File: src/pct_consts.svh
// Offsets, fields, reset values and interrupt identity of the private countdown timer
`ifndef PCT_CONSTS_SVH
`define PCT_CONSTS_SVH

// ==========================================
// Register offsets
`define PCT_OFF_RELOAD 8'h00
`define PCT_OFF_COUNT 8'h04
`define PCT_OFF_CTRL 8'h08
`define PCT_OFF_STATUS 8'h0c

// ==========================================
// Field positions
`define PCT_CTRL_EN_BIT 0
`define PCT_CTRL_AUTO_BIT 1
`define PCT_CTRL_IRQ_BIT 2
`define PCT_CTRL_PRE_LSB 8
`define PCT_CTRL_PRE_MSB 15
`define PCT_STATUS_EVT_BIT 0
`define PCT_CTRL_MASK 32'h0000ff07

// ==========================================
// Reset values and interrupt identity
`define PCT_RST_WORD 32'h00000000
`define PCT_IRQ_ID 8'h1d

`endif

File: src/pct_pkg.sv
// Types shared by the private countdown timer
package pct_pkg;

  typedef struct packed {
    logic [7:0] prescale;
    logic irq_en;
    logic auto_reload;
    logic enable;
  } pct_ctrl_t;

  typedef struct packed {
    logic [7:0] addr;
    logic [31:0] wdata;
    logic wr;
    logic rd;
  } pct_req_t;

endpackage : pct_pkg

File: src/pct_timer.sv
// Private countdown timer with prescaler, single-shot and auto-reload modes
`timescale 1ns/1ps
`default_nettype none
`include "pct_consts.svh"

module pct_timer (
  // Clock and reset
  input wire logic clk,
  input wire logic rst,
  // Register port
  input wire logic [7:0] addr,
  input wire logic [31:0] wdata,
  input wire logic wr,
  input wire logic rd,
  output logic [31:0] rdata,
  // Processor state
  input wire logic debug_halt,
  // Event outputs
  output logic zero_evt,
  output logic irq_pending
);

  pct_pkg::pct_req_t req;
  pct_pkg::pct_ctrl_t ctrl_ff;
  logic [31:0] reload_ff;
  logic [31:0] count_ff;
  logic [7:0] pre_cnt_ff;
  logic evt_ff;
  logic zero_evt_ff;
  logic irq_pending_ff;
  logic [31:0] rdata_ff;
  logic wr_reload;
  logic wr_count;
  logic wr_ctrl;
  logic wr_status;
  logic run;
  logic tick;
  logic hit_zero;
  logic [7:0] nxt_pre_cnt;
  logic [31:0] nxt_count;
  logic [31:0] nxt_rdata;

  assign req = '{addr: addr, wdata: wdata, wr: wr, rd: rd};

  // ==========================================
  // Address decode
  // Word-only access assumed; low address bits take part in decode
  assign wr_reload = req.wr && (req.addr == `PCT_OFF_RELOAD);
  assign wr_count = req.wr && (req.addr == `PCT_OFF_COUNT);
  assign wr_ctrl = req.wr && (req.addr == `PCT_OFF_CTRL);
  assign wr_status = req.wr && (req.addr == `PCT_OFF_STATUS);

  // ==========================================
  // Prescaler
  assign run = ctrl_ff.enable && !debug_halt;
  // Compare with >= so a prescaler lowered mid-interval ticks at once instead of wrapping through 256
  assign tick = run && (pre_cnt_ff >= ctrl_ff.prescale) && (count_ff != 32'h00000000);
  assign hit_zero = tick && (count_ff == 32'h00000001);

  always_comb begin
    nxt_pre_cnt = pre_cnt_ff;
    if (wr_reload || wr_count || tick) begin
      nxt_pre_cnt = 8'h00;
    end else if (run && (count_ff != 32'h00000000)) begin
      nxt_pre_cnt = pre_cnt_ff + 8'h01;
    end
  end

  always_ff @(posedge clk) begin
    if (rst) begin
      pre_cnt_ff <= 8'h00;
    end else begin
      pre_cnt_ff <= nxt_pre_cnt;
    end
  end

  // ==========================================
  // Counter
  // Reload value of zero in auto mode simply parks the counter at zero
  always_comb begin
    nxt_count = count_ff;
    if (wr_reload || wr_count) begin
      nxt_count = req.wdata;
    end else if (hit_zero && ctrl_ff.auto_reload) begin
      nxt_count = reload_ff;
    end else if (tick) begin
      nxt_count = count_ff - 32'h00000001;
    end
  end

  always_ff @(posedge clk) begin
    if (rst) begin
      count_ff <= `PCT_RST_WORD;
    end else begin
      count_ff <= nxt_count;
    end
  end

  // ==========================================
  // Reload and control registers
  always_ff @(posedge clk) begin
    if (rst) begin
      reload_ff <= `PCT_RST_WORD;
    end else if (wr_reload) begin
      reload_ff <= req.wdata;
    end
  end

  always_ff @(posedge clk) begin
    if (rst) begin
      ctrl_ff <= '0;
    end else if (wr_ctrl) begin
      ctrl_ff.enable <= req.wdata[`PCT_CTRL_EN_BIT];
      ctrl_ff.auto_reload <= req.wdata[`PCT_CTRL_AUTO_BIT];
      ctrl_ff.irq_en <= req.wdata[`PCT_CTRL_IRQ_BIT];
      ctrl_ff.prescale <= req.wdata[`PCT_CTRL_PRE_MSB:`PCT_CTRL_PRE_LSB];
    end
  end

  // ==========================================
  // Event flag and interrupt
  // Set wins over a clear in the same cycle so no event is lost
  always_ff @(posedge clk) begin
    if (rst) begin
      evt_ff <= 1'b0;
    end else if (hit_zero) begin
      evt_ff <= 1'b1;
    end else if (wr_status && req.wdata[`PCT_STATUS_EVT_BIT]) begin
      evt_ff <= 1'b0;
    end
  end

  always_ff @(posedge clk) begin
    if (rst) begin
      zero_evt_ff <= 1'b0;
      irq_pending_ff <= 1'b0;
    end else begin
      zero_evt_ff <= hit_zero;
      irq_pending_ff <= hit_zero && ctrl_ff.irq_en;
    end
  end

  assign zero_evt = zero_evt_ff;
  assign irq_pending = irq_pending_ff;

  // ==========================================
  // Read path
  always_comb begin
    nxt_rdata = 32'h00000000;
    case (req.addr)
      `PCT_OFF_RELOAD: begin
        nxt_rdata = reload_ff;
      end
      `PCT_OFF_COUNT: begin
        nxt_rdata = count_ff;
      end
      `PCT_OFF_CTRL: begin
        nxt_rdata = {16'h0000, ctrl_ff.prescale, 5'h00, ctrl_ff.irq_en, ctrl_ff.auto_reload, ctrl_ff.enable};
      end
      `PCT_OFF_STATUS: begin
        nxt_rdata = {31'h00000000, evt_ff};
      end
      default: begin
        nxt_rdata = 32'h00000000;
      end
    endcase
  end

  always_ff @(posedge clk) begin
    if (rst) begin
      rdata_ff <= 32'h00000000;
    end else if (req.rd) begin
      rdata_ff <= nxt_rdata;
    end else begin
      rdata_ff <= 32'h00000000;
    end
  end

  assign rdata = rdata_ff;

  // ==========================================
  // Checks
  property p_load_copies;
    @(posedge clk) disable iff (rst) wr_reload |=> (count_ff == $past(wdata)) && (reload_ff == $past(wdata));
  endproperty
  a_load_copies: assert property (p_load_copies) else $error("load write did not reach counter");

  property p_count_write;
    @(posedge clk) disable iff (rst) (wr_count && !wr_reload) |=> count_ff == $past(wdata);
  endproperty
  a_count_write: assert property (p_count_write) else $error("count write lost");

  property p_hold_disabled;
    @(posedge clk) disable iff (rst) (!ctrl_ff.enable && !wr_count && !wr_reload) |=> $stable(count_ff);
  endproperty
  a_hold_disabled: assert property (p_hold_disabled) else $error("counter moved while disabled");

  property p_hold_debug;
    @(posedge clk) disable iff (rst) (debug_halt && !wr_count && !wr_reload) |=> $stable(count_ff);
  endproperty
  a_hold_debug: assert property (p_hold_debug) else $error("counter moved in debug");

  property p_evt_sets;
    @(posedge clk) disable iff (rst) hit_zero |=> evt_ff && zero_evt;
  endproperty
  a_evt_sets: assert property (p_evt_sets) else $error("event flag not set at zero");

  property p_irq_gate;
    @(posedge clk) disable iff (rst) irq_pending |-> $past(ctrl_ff.irq_en) && zero_evt;
  endproperty
  a_irq_gate: assert property (p_irq_gate) else $error("interrupt without enable");

  property p_evt_sticky;
    @(posedge clk) disable iff (rst) (evt_ff && !(wr_status && wdata[0])) |=> evt_ff;
  endproperty
  a_evt_sticky: assert property (p_evt_sticky) else $error("event flag dropped");

  property p_single_stop;
    @(posedge clk) disable iff (rst) (hit_zero && !ctrl_ff.auto_reload && !wr_count && !wr_reload)
      |=> (count_ff == 32'h00000000) ##1 !hit_zero;
  endproperty
  a_single_stop: assert property (p_single_stop) else $error("single-shot did not stop");

  property p_auto_reload;
    @(posedge clk) disable iff (rst) (hit_zero && ctrl_ff.auto_reload && !wr_count && !wr_reload)
      |=> count_ff == $past(reload_ff);
  endproperty
  a_auto_reload: assert property (p_auto_reload) else $error("auto reload missed");

  property p_pre_spacing;
    @(posedge clk) disable iff (rst) (tick && ctrl_ff.prescale == 8'h01 && !wr_ctrl) |=> !tick;
  endproperty
  a_pre_spacing: assert property (p_pre_spacing) else $error("prescaler ticked too soon");

  // ==========================================
  // Read port checks
  property p_rdata_idle;
    @(posedge clk) disable iff (rst) !rd |=> rdata == 32'h00000000;
  endproperty
  a_rdata_idle: assert property (p_rdata_idle) else $error("read data outside its cycle");

  property p_rd_reserved;
    @(posedge clk) disable iff (rst) (rd && (addr != `PCT_OFF_RELOAD) && (addr != `PCT_OFF_COUNT)
      && (addr != `PCT_OFF_CTRL) && (addr != `PCT_OFF_STATUS)) |=> rdata == 32'h00000000;
  endproperty
  a_rd_reserved: assert property (p_rd_reserved) else $error("reserved offset read nonzero");

  property p_rd_count;
    @(posedge clk) disable iff (rst) (rd && addr == `PCT_OFF_COUNT) |=> rdata == $past(count_ff);
  endproperty
  a_rd_count: assert property (p_rd_count) else $error("count read wrong");

  property p_rd_reload;
    @(posedge clk) disable iff (rst) (rd && addr == `PCT_OFF_RELOAD) |=> rdata == $past(reload_ff);
  endproperty
  a_rd_reload: assert property (p_rd_reload) else $error("reload read wrong");

  property p_rd_status;
    @(posedge clk) disable iff (rst) (rd && addr == `PCT_OFF_STATUS) |=> rdata == {31'h00000000, $past(evt_ff)};
  endproperty
  a_rd_status: assert property (p_rd_status) else $error("status read wrong");

  property p_rd_ctrl_mask;
    @(posedge clk) disable iff (rst) (rd && addr == `PCT_OFF_CTRL) |=> (rdata & ~`PCT_CTRL_MASK) == 32'h00000000;
  endproperty
  a_rd_ctrl_mask: assert property (p_rd_ctrl_mask) else $error("unused control bits read nonzero");

  // ==========================================
  // Register write and reset checks
  property p_ctrl_write;
    @(posedge clk) disable iff (rst) wr_ctrl |=> ctrl_ff.enable == $past(wdata[`PCT_CTRL_EN_BIT]);
  endproperty
  a_ctrl_write: assert property (p_ctrl_write) else $error("enable bit not written");

  property p_ctrl_pre_write;
    @(posedge clk) disable iff (rst) wr_ctrl |=> ctrl_ff.prescale == $past(wdata[`PCT_CTRL_PRE_MSB:`PCT_CTRL_PRE_LSB]);
  endproperty
  a_ctrl_pre_write: assert property (p_ctrl_pre_write) else $error("prescaler not written");

  property p_reserved_write_ignored;
    @(posedge clk) disable iff (rst) (wr && !wr_reload && !wr_count && !wr_ctrl && !wr_status && !hit_zero)
      |=> $stable(reload_ff) && $stable(ctrl_ff) && $stable(evt_ff);
  endproperty
  a_reserved_write_ignored: assert property (p_reserved_write_ignored) else $error("reserved write had effect");

  property p_reset_clear;
    @(posedge clk) rst |=> (count_ff == 32'h00000000) && (reload_ff == 32'h00000000) && !evt_ff;
  endproperty
  a_reset_clear: assert property (p_reset_clear) else $error("register not cleared by reset");

  property p_ctrl_reset;
    @(posedge clk) rst |=> (ctrl_ff == '0) && (rdata == 32'h00000000) && !zero_evt && !irq_pending;
  endproperty
  a_ctrl_reset: assert property (p_ctrl_reset) else $error("control or outputs not cleared by reset");

  // ==========================================
  // Counting checks
  property p_decrement_step;
    @(posedge clk) disable iff (rst) (tick && !hit_zero && !wr_count && !wr_reload)
      |=> count_ff == $past(count_ff) - 32'h00000001;
  endproperty
  a_decrement_step: assert property (p_decrement_step) else $error("decrement step wrong");

  property p_pre_restart;
    @(posedge clk) disable iff (rst) (wr_count || wr_reload) |=> pre_cnt_ff == 8'h00;
  endproperty
  a_pre_restart: assert property (p_pre_restart) else $error("prescaler not restarted on write");

  property p_pre_restart_tick;
    @(posedge clk) disable iff (rst) tick |=> pre_cnt_ff == 8'h00;
  endproperty
  a_pre_restart_tick: assert property (p_pre_restart_tick) else $error("prescaler not restarted on step");

  property p_pre_hold_debug;
    @(posedge clk) disable iff (rst) (debug_halt && !wr_count && !wr_reload) |=> $stable(pre_cnt_ff);
  endproperty
  a_pre_hold_debug: assert property (p_pre_hold_debug) else $error("prescaler moved in debug");

  property p_zero_rest;
    @(posedge clk) disable iff (rst) (count_ff == 32'h00000000 && !wr_count && !wr_reload) |=> count_ff == 32'h00000000;
  endproperty
  a_zero_rest: assert property (p_zero_rest) else $error("counter left zero without a write");

  property p_no_event_at_rest;
    @(posedge clk) disable iff (rst) count_ff == 32'h00000000 |-> !hit_zero;
  endproperty
  a_no_event_at_rest: assert property (p_no_event_at_rest) else $error("event from a resting counter");

  // ==========================================
  // Event and interrupt checks
  property p_zero_evt_src;
    @(posedge clk) disable iff (rst) zero_evt |-> $past(hit_zero);
  endproperty
  a_zero_evt_src: assert property (p_zero_evt_src) else $error("event pulse without reaching zero");

  property p_irq_follows;
    @(posedge clk) disable iff (rst) (hit_zero && ctrl_ff.irq_en) |=> irq_pending;
  endproperty
  a_irq_follows: assert property (p_irq_follows) else $error("interrupt not raised");

  property p_no_irq_disabled;
    @(posedge clk) disable iff (rst) (hit_zero && !ctrl_ff.irq_en) |=> !irq_pending;
  endproperty
  a_no_irq_disabled: assert property (p_no_irq_disabled) else $error("interrupt raised while disabled");

  property p_evt_clear;
    @(posedge clk) disable iff (rst) (evt_ff && wr_status && wdata[`PCT_STATUS_EVT_BIT] && !hit_zero) |=> !evt_ff;
  endproperty
  a_evt_clear: assert property (p_evt_clear) else $error("event flag not cleared");

  property p_evt_zero_write;
    @(posedge clk) disable iff (rst) (!evt_ff && wr_status && !hit_zero) |=> !evt_ff;
  endproperty
  a_evt_zero_write: assert property (p_evt_zero_write) else $error("status write set the flag");

endmodule : pct_timer
`default_nettype wire

File: config.mk
export PLATFORM = sky130hd
export DESIGN_NAME = pct_timer
export DESIGN_NICKNAME = d
export VERILOG_FILES = /design/src/pct_pkg.sv /design/src/pct_timer.sv
export VERILOG_INCLUDE_DIRS = /design/src /design/src/src
export SDC_FILE = /design/constraint.sdc
export NUM_CORES = 1
export LEC_CHECK = 0
export BUFFER_PORTS_ARGS = -buffer_cell sky130_fd_sc_hd__buf_2
export CAP_MARGIN = 20
export CORE_ASPECT_RATIO = 0.7
export CORE_MARGIN = 5
export CORE_UTILIZATION = 40
export CTS_CLUSTER_SIZE = 16
export DETAILED_ROUTE_END_ITERATION = 12
export SKIP_LAST_GASP = 1
export SLEW_MARGIN = 30
export SYNTH_ARGS = -nofsm -noshare
export SYNTH_HDL_FRONTEND = slang
export SYNTH_SLANG_ARGS = --single-unit
File: constraint.sdc
create_clock -name clk -period 3.2 [get_ports clk]
set_clock_uncertainty 0.05 [all_clocks]
set_input_delay 0.32 -clock clk [delete_from_list [all_inputs] [get_ports clk]]
set_output_delay 0.32 -clock clk [all_outputs]
set_load 0.01 [all_outputs]
# --- Word level (Yosys, flattened, before mapping) ---
# Index checks and enable logic that the tools add are counted.
word_totals:
  register_bits: 118
  input_bits: 45
op_classes:
  n_reduce_logical: 21
  n_bitwise: 1
  addsub: 2
  n_mux: 6
  magnitude_cmp: 1
  eq_ne: 4
ops:
  columns: ["operator", "n"]
  rows:
  - ["32-bit one-hot mux with 4 select lines", 1]
  - ["32-bit 2-to-1 mux", 3]
  - ["32-bit by 1-bit == test with 1-bit output (second input constant)", 1]
  - ["32-bit nonzero test", 1]
  - ["32-bit by 1-bit subtractor with 32-bit output (second input constant)", 1]
  - ["8-bit by 4-bit == test with 1-bit output (second input constant)", 2]
  - ["1-bit logical AND", 12]
  - ["8-bit by 1-bit adder with 8-bit output (second input constant)", 1]
  - ["8-bit by 3-bit == test with 1-bit output (second input constant)", 1]
  - ["8-bit greater-or-equal comparator", 1]
  - ["8-bit zero test", 1]
  - ["2-bit OR reduction", 2]
  - ["3-bit nonzero test", 1]
  - ["1-bit logical OR", 2]
  - ["1-bit 2-to-1 mux", 2]
  - ["2-bit nonzero test", 1]
  - ["1-bit zero test", 1]
  - ["1-bit inverter", 1]

# --- Logic depth before layout (Yosys ltp) ---
# Gate-level depths: netlist of the first run.
logic_depth:
  ltp_word: 8
  mapped_depth: 10
  depth_no_buf: 8

# --- Worst setup path after synthesis of the first run ---
# Ideal clock, no wire load.
synth_path:
  path_kind: "flip-flop to flip-flop"
  start: "register pre_cnt_ff[0]"
  end: "register count_ff[22]"
  path_buffers: 1
  path_slack_ps: 549
  arrival_time_ps: 2465
  stages_incl_launch_ff: 10
  synth_period_minus_slack_ps: 2651
  required_ps: 3014
  path_cell_list: "dfxtp_1 inv_1 ha_1 nand2b_1 a2111o_1 a31oi_1 clkbuf_1 o22ai_2 a211oi_1 nor4_2"
synth_via:
  elab_chain_cells: 7
  elab_cells_between_ends: 8
  classes_between: "1 x order compare; 2 x mux; 5 x reduce/logical"
synth_lines:
  columns: ["element", "line", "text"]
  rows:
  - ["start: declaration", "pct_timer.sv:27", "logic [7:0] pre_cnt_ff;"]
  - ["start signal: assignment", "pct_timer.sv:73", "pre_cnt_ff <= nxt_pre_cnt;"]
  - ["8-bit greater-or-equal comparator (*)", "pct_timer.sv:57", "assign tick = run && (pre_cnt_ff >= ctrl_ff.prescale) && (count_ff != 32'h00000000);"]
  - ["1-bit logical AND (*) (2 in series)", "pct_timer.sv:57", null]
  - ["1-bit logical AND", "pct_timer.sv:58", "assign hit_zero = tick && (count_ff == 32'h00000001);"]
  - ["1-bit logical AND", "pct_timer.sv:84", "end else if (hit_zero && ctrl_ff.auto_reload) begin"]
  - ["32-bit 2-to-1 mux", "pct_timer.sv:84", null]
  - ["32-bit 2-to-1 mux", "pct_timer.sv:82", "if (wr_reload || wr_count) begin"]
  - ["end signal: assignment", "pct_timer.sv:93", "count_ff <= `PCT_RST_WORD;"]
  - ["end signal: assignment", "pct_timer.sv:95", "count_ff <= nxt_count;"]
  - ["end: declaration", "pct_timer.sv:26", "logic [31:0] count_ff;"]
# Mark *: on every way between the ends. The rest lies on a longest branch, timed or not.
# A chain may end at the register's enable or synchronous reset.

# --- Worst setup path after layout of the first run ---
layout_path:
  start: "register count_ff[0]"
  end: "register count_ff[4]"
layout_via:
  elab_chain_cells: 6
  elab_cells_between_ends: 10
  classes_between: "1 x add/sub; 1 x eq/ne; 3 x mux; 5 x reduce/logical"
layout_lines:
  columns: ["element"]
  rows:
  - ["branches (longest 6 deep; another with 32-bit by 1-bit subtractor with 32-bit output)"]
# Several ways; the timed one is not identified. The select of a mux whose other input is x is not followed.

==> results of run 1 <==
-- logic make-up (layout without fill, tap and decap cells) --
group | Yosys count | count (layout) | share of synthesized area, %
AOI/OAI and AO/OA | 158 | 158 | 17.3
xor gates and xnor gates | 20 | 20 | 2.97
adders and majority gates | 12 | 12 | 2.54
buffers and inverters | 62 | 151 | 4.64
DFF | 118 | 118 | 40.0
muxes | 50 | 50 | 8.71
and+or+nand+nor | 292 | 292 | 23.9
-- synth_stat cells, drive strengths merged (2+ instances only) --
cell type  number  area share, %
a2111oi         2           0.40
a211o           2           0.30
a211oi         14            2.0
a21o            2           0.25
a21oi          68            5.8
a2bb2oi         8            1.2
a311oi          4           0.59
a31oi           3           0.32
and2            3           0.32
and3            2           0.21
buf            13            1.5
clkbuf         36            2.3
dfxtp         118             40
ha             12            2.5
inv            13           0.83
mux2i          48            8.1
nand2         101            6.4
nand2b          3           0.32
nand3          15            1.4
nand4          10            1.3
nand4b          3           0.45
nor2           98            6.2
nor2b           3           0.32
nor3           14            1.2
nor3b           2           0.25
nor4           18            2.9
o211ai         11            1.4
o21ai          26            2.3
o22ai           5           0.64
o41ai           4           0.59
or2             5           0.57
or3             8           0.85
or4             3           0.45
xnor2           5           0.74
xor2           15            2.2
-- worst paths after layout --
| check | cells past startpoint | slack (ns) | end | startpoint |
|---|---|---|---|---|
| worst min register to register | 2 | 0.42 | reload_ff[4] | reload_ff[4] |
| worst max register to register | 8 | 0.26 | count_ff[4] | count_ff[0] |
| worst min-delay path | 3 | 0.10 | count_ff[18] | wdata[18] |
| worst max-delay path | 8 | 0.26 | count_ff[4] | count_ff[0] |
-- critical path, delay by kind of cell, from the launching register on --
family / cells / cell delay (ns)
AO/OA/AOI/OAI: 2 / 0.25
adder cells (fa/ha/maj): 1 / 0.25
buffers and inverters: 1 / 0.14
AND/OR/NAND/NOR: 4 / 1.63
flip-flops: 1 / 0.45
-- area by class of cell --
type                       instances  area (sq um)  share of cell area, %
multi-input combinational        532          3280                   46.2
timing repair buffer             106           613                   8.64
sequential                       118          2360                   33.3
clock inverter                     8          47.5                  0.670
clock buffer                      24           502                   7.07
inverter                          13          48.8                  0.688
tap                              195           244                   3.44
-- sequential cells by signal (all words and copies together), names as in the netlist --
signal       cells
evt_ff           1
pre_cnt_ff       8
irq_pending      1
reload_ff       32
rdata           32
zero_evt         1
ctrl_ff         11
count_ff        32
-- routing by layer --
metal	track usage, %	share of wire [%]
met1	28.9	48
met2	29.7	44
met3	4.66	6.5
met4	5.07	0.69
met5	0	0
-- metrics by stage --
stage	worst slack [ns]	instance area [sq um]	utilization, %
2_1_floorplan	0.549	5900	-
3_3_place_gp	0.315	6540	44.8
3_5_place_dp	0.218	6540	44.8
4_1_cts	0.193	7090	48.6
5_1_grt	0.0879	7090	48.6
6_report	0.262	7090	48.6
-- power by group --
part / internal [uW] / switching [uW]
combinational: 63.1 / 97.4
sequential: 1470 / 3.13
clock: 1080 / 670
-- what timing repair did --
| action | CTS | global route |
|---|---|---|
| hold buffers | 0 | 0 |
| gates resized for setup | 0 | 1 |
| setup endpoints to repair | 0 | 1 |
==> results.json, run 1 <==
{
  "fp.dieW_um": 155,
  "fin_crit_sh_pct": 91.8,
  "drtIter0Drc": 448,
  "fin_crit_ns": 2.94,
  "cts_buffers": 17,
  "drt_wl_total_mm": 17.1,
  "fillCellCount": 1445,
  "synth_area_sq_um": 5900,
  "critPathCaptureType": "flip-flop",
  "relSlewSlack_pct": 41.1,
  "rows": 37,
  "clock_latency_ns": 0.41,
  "critPathMaxFanout": 37,
  "dieHeight_um": 112,
  "synthesis.nets": 769,
  "maxSlewViolCount": 0,
  "first_pass_iters": 5,
  "netlist_instances": 712,
  "cpMaxStageDelayCell": "or4_4",
  "vias": 5530,
  "path_class": "flip-flop to flip-flop",
  "path_cells": "inv_1, ha_1, nor4bb_2, nand2_1, or4_4, or3_1, a21oi_1, a2111oi_2",
  "route.detailed.drc": 0,
  "synth_edf_count": 0,
  "cpPeakStageDelay_ns": 0.67,
  "final-hold-violation-count": 0,
  "start_kind": "flip-flop",
  "yosys_warnings": 0,
  "synthToLayoutAreaGrowth_pct": 20.2,
  "critPathArrivalTime_ns": 3.14,
  "htreeDepth": 4,
  "async_reset_ff_share_pct": 0,
  "syn_avg_cell_area_sq_um": 8.29,
  "diodes": 0,
  "setup_violations": 0,
  "layout-drive-gt1-share_pct": 20.6,
  "io_buffer_count": 78,
  "timing.hold.ws_ns": 0.104,
  "ys_ff_latch": 118,
  "peakVddDrop_mv": 0.244,
  "initial_core_util_pct": 40.5,
  "clock.fmax_ghz": 0.340,
  "total_power_uw": 3390,
  "holdCritPathClass": "primary input to flip-flop",
  "final_cell_mix": "dfxtp_1 (118), nand2_1 (101), nor2_1 (97)",
  "wl_per_cell_um": 17.2,
  "cts_buffer_depth": 2,
  "grt_pass1_wl_mm": 28.1,
  "cts.sinks": 118,
  "core_area_sq_um": 14600,
  "finalSetupTns_ns": 0,
  "clk_pin_slew_worst_paths_ns": 0.05,
  "final_common_cell": "dfxtp_1",
  "routabilityCongestion": 0.893,
  "final_cells": 996,
  "leakagePower_uw": 0.00295,
  "postCtsSetupRepairBufs": 0,
  "cts_tree": "done",
  "clockRootBuffer": "clkbuf_16",
  "antenna_left": 0,
  "overflow": 0,
  "yosysSeqAreaShare_pct": 40.0,
  "max_cap_viol_count": 0,
  "status": "completed",
  "post-dp-hpwl_mm": 11.9,
  "dp.cells": 964,
  "io_pins": 79,
  "die_area_sq_um": 17300,
  "vias_per_cell": 5.55,
  "grt_max_degree": 76,
  "p_per_area_nw_per_um2": 478,
  "worst_pin_slew_ns": 0.884,
  "dominantRegCellSynth": "dfxtp_1",
  "synth_cell_types": 64,
  "crit_required_ns": 3.41,
  "nNetsFinal": 845,
  "grt_antenna_before_repair": 0,
  "grt_pass1_vias": 5451,
  "track_usage_pct": 19.9,
  "grt_setup_unrepaired": "no"
}
(Power assumes the default switching activity.)
==> run 2, diff against run 1 <==
- CTS_BUF_LIST: unset -> sky130_fd_sc_hd__clkbuf_2
==> run 2 against run 1 <==
Compared with the run above: non-clock buffer count increased by 33; combinational power increased by 20%; core utilization decreased by 0.39 points; clock power is 57% lower; sequential share of layout area grew 0.27 points; design area down 0.81%; global-route usage rose by 0.28 points; hold slack got worse by 0.033 ns; register-to-register slack worse by 0.03 ns; sequential cell count stayed put; critical endpoint unchanged; largest cell class unchanged.
==> results.json, run 2 (synthesis results as in run 1) <==
{
  "htreeDepth": 4,
  "maxSlewViolCount": 0,
  "cts.sinks": 118,
  "relSlewSlack_pct": 39.6,
  "first_pass_iters": 5,
  "highest_layer": "met4",
  "holdCritPathClass": "primary input to flip-flop",
  "critPathArrivalTime_ns": 3.46,
  "diodes": 0,
  "grt_pass1_vias": 5558,
  "initial_core_util_pct": 40.5,
  "layout-drive-gt1-share_pct": 19.4,
  "grt_antenna_before_repair": 0,
  "drt_wl_total_mm": 17.5,
  "worstReg2RegStart": "count_ff[0]",
  "p_switching_uw": 672,
  "max_cap_viol_count": 0,
  "grt_setup_unrepaired": "no",
  "final_cell_mix": "dfxtp_1 (118), nand2_1 (101), nor2_1 (97)",
  "io_pins": 79,
  "hold_path_depth": 4,
  "finalSetupTns_ns": 0,
  "hp-start": "rd",
  "synthToLayoutAreaGrowth_pct": 19.2,
  "leakagePower_uw": 0.00292,
  "sw_frac_of_total_pct": 27.8,
  "core_area_sq_um": 14600,
  "p_int_uw": 1750,
  "vias": 5609,
  "peakVddDrop_mv": 0.166,
  "hold_end": "rdata[11]",
  "seqPwrFrac_pct": 61.0,
  "io_buffer_count": 78,
  "path_class": "flip-flop to flip-flop",
  "grt_pass1_wl_mm": 28.5,
  "overflow": 0,
  "worst_pin_slew_ns": 0.906,
  "p_comb_share_pct": 8.0,
  "start_kind": "flip-flop",
  "critPathCaptureType": "flip-flop",
  "total_power_uw": 2420,
  "post-dp-hpwl_mm": 11.9,
  "grt_max_degree": 76,
  "die_area_sq_um": 17300,
  "fin_crit_sh_pct": 92.8,
  "p_per_area_nw_per_um2": 344,
  "crit_required_ns": 3.69,
  "rows": 37,
  "final_common_cell": "dfxtp_1",
  "routabilityCongestion": 0.893,
  "setup_violations": 0,
  "final-hold-violation-count": 0,
  "drtIter0Drc": 484,
  "clk_pin_slew_worst_paths_ns": 0.18,
  "route.detailed.drc": 0,
  "dieHeight_um": 112,
  "cts_tree": "done",
  "nNetsFinal": 878,
  "clock.fmax_ghz": 0.337,
  "vias_per_cell": 5.45,
  "cts_buffer_depth": 2,
  "clock_latency_ns": 0.67,
  "wl_met3_mm": 1.23,
  "postCtsSetupRepairBufs": 0,
  "fp.dieW_um": 155,
  "antenna_left": 0,
  "clkPwrFrac_pct": 31.0,
  "cts_buffers": 17,
  "r2r_end": "count_ff[4]",
  "fin_crit_ns": 2.97,
  "dr_wl_met2_mm": 7.69,
  "critPathMaxFanout": 37,
  "m1WireLength_mm": 8.38,
  "fillCellCount": 1474,
  "reg2reg_depth": 8,
  "status": "completed",
  "track_usage_pct": 20.2,
  "wl_per_cell_um": 17.0,
  "reg2reg_slack_ns": 0.23,
  "clockRootBuffer": "clkbuf_2"
}
[run 2: critical path: stages, from the launching register on]
cell,delay [ns]
dfxtp_1,0.50
inv_1,0.14
ha_1,0.25
nor4bb_2,0.40
nand2_1,0.17
or4_4,0.67
or3_1,0.40
a21oi_1,0.19
a2111oi_2,0.06
[run 2: final cells by class]
class	instances	area, sq um	share of cell area, %
repair buffers	139	943	13.4
flip-flops and latches	118	2360	33.6
multi-input cells	532	3280	46.6
clock buffers	19	95.1	1.35
clock inverters	13	66.3	0.943
well taps	195	244	3.47
inverters	13	48.8	0.694
[run 2: repair_timing]
| action | CTS | global route |
|---|---|---|
| endpoints found under the setup margin | 0 | 3 |
| hold buffers | 33 | 0 |
| endpoints found under the hold margin | 77 | 0 |
| resized for setup | 0 | 1 |
[run 2: per-stage QoR]
| step | instances | setup slack, ns | area, sq um | hold WS, ns | util [%] |
|---|---|---|---|---|---|
| floorplan | 712 | 0.549 | 5900 | 0.379 | - |
| global placement | 964 | 0.315 | 6540 | 0.409 | 44.8 |
| detailed placement | 964 | 0.218 | 6540 | 0.412 | 44.8 |
| CTS | 1029 | 0.200 | 7030 | 0.00200 | 48.2 |
| global route | 1029 | 0.0771 | 7040 | 0.0299 | 48.2 |
| finish | 1029 | 0.230 | 7040 | 0.0711 | 48.2 |
[run 2: metal layers]
layer | vias up | track usage (%)
met5 | - | 0
met4 | 0 | 4.72
met2 | 206 | 30.6
met1 | 2647 | 28.9
li1 | 2737 | -
met3 | 19 | 5.05
[run 2: power by group through the flow]
stage	clock network [uW]	logic [uW]	registers, uW
2_1_floorplan	0	92.1	1510
3_3_place_gp	0	156	1510
3_5_place_dp	0	159	1510
4_1_cts	777	191	1480
5_1_grt	839	211	1480
6_report	751	193	1480
[run 2: how the worst max path moves through the flow]
stage	from	endpoint	slack, ns
after floorplan	pre_cnt_ff[0]	count_ff[22]	0.55
after global placement	count_ff[0]	count_ff[4]	0.32
after detailed placement	count_ff[0]	count_ff[4]	0.22
after CTS	count_ff[0]	count_ff[4]	0.20
after global routing	count_ff[4]	count_ff[16]	0.08
final	count_ff[0]	count_ff[4]	0.23
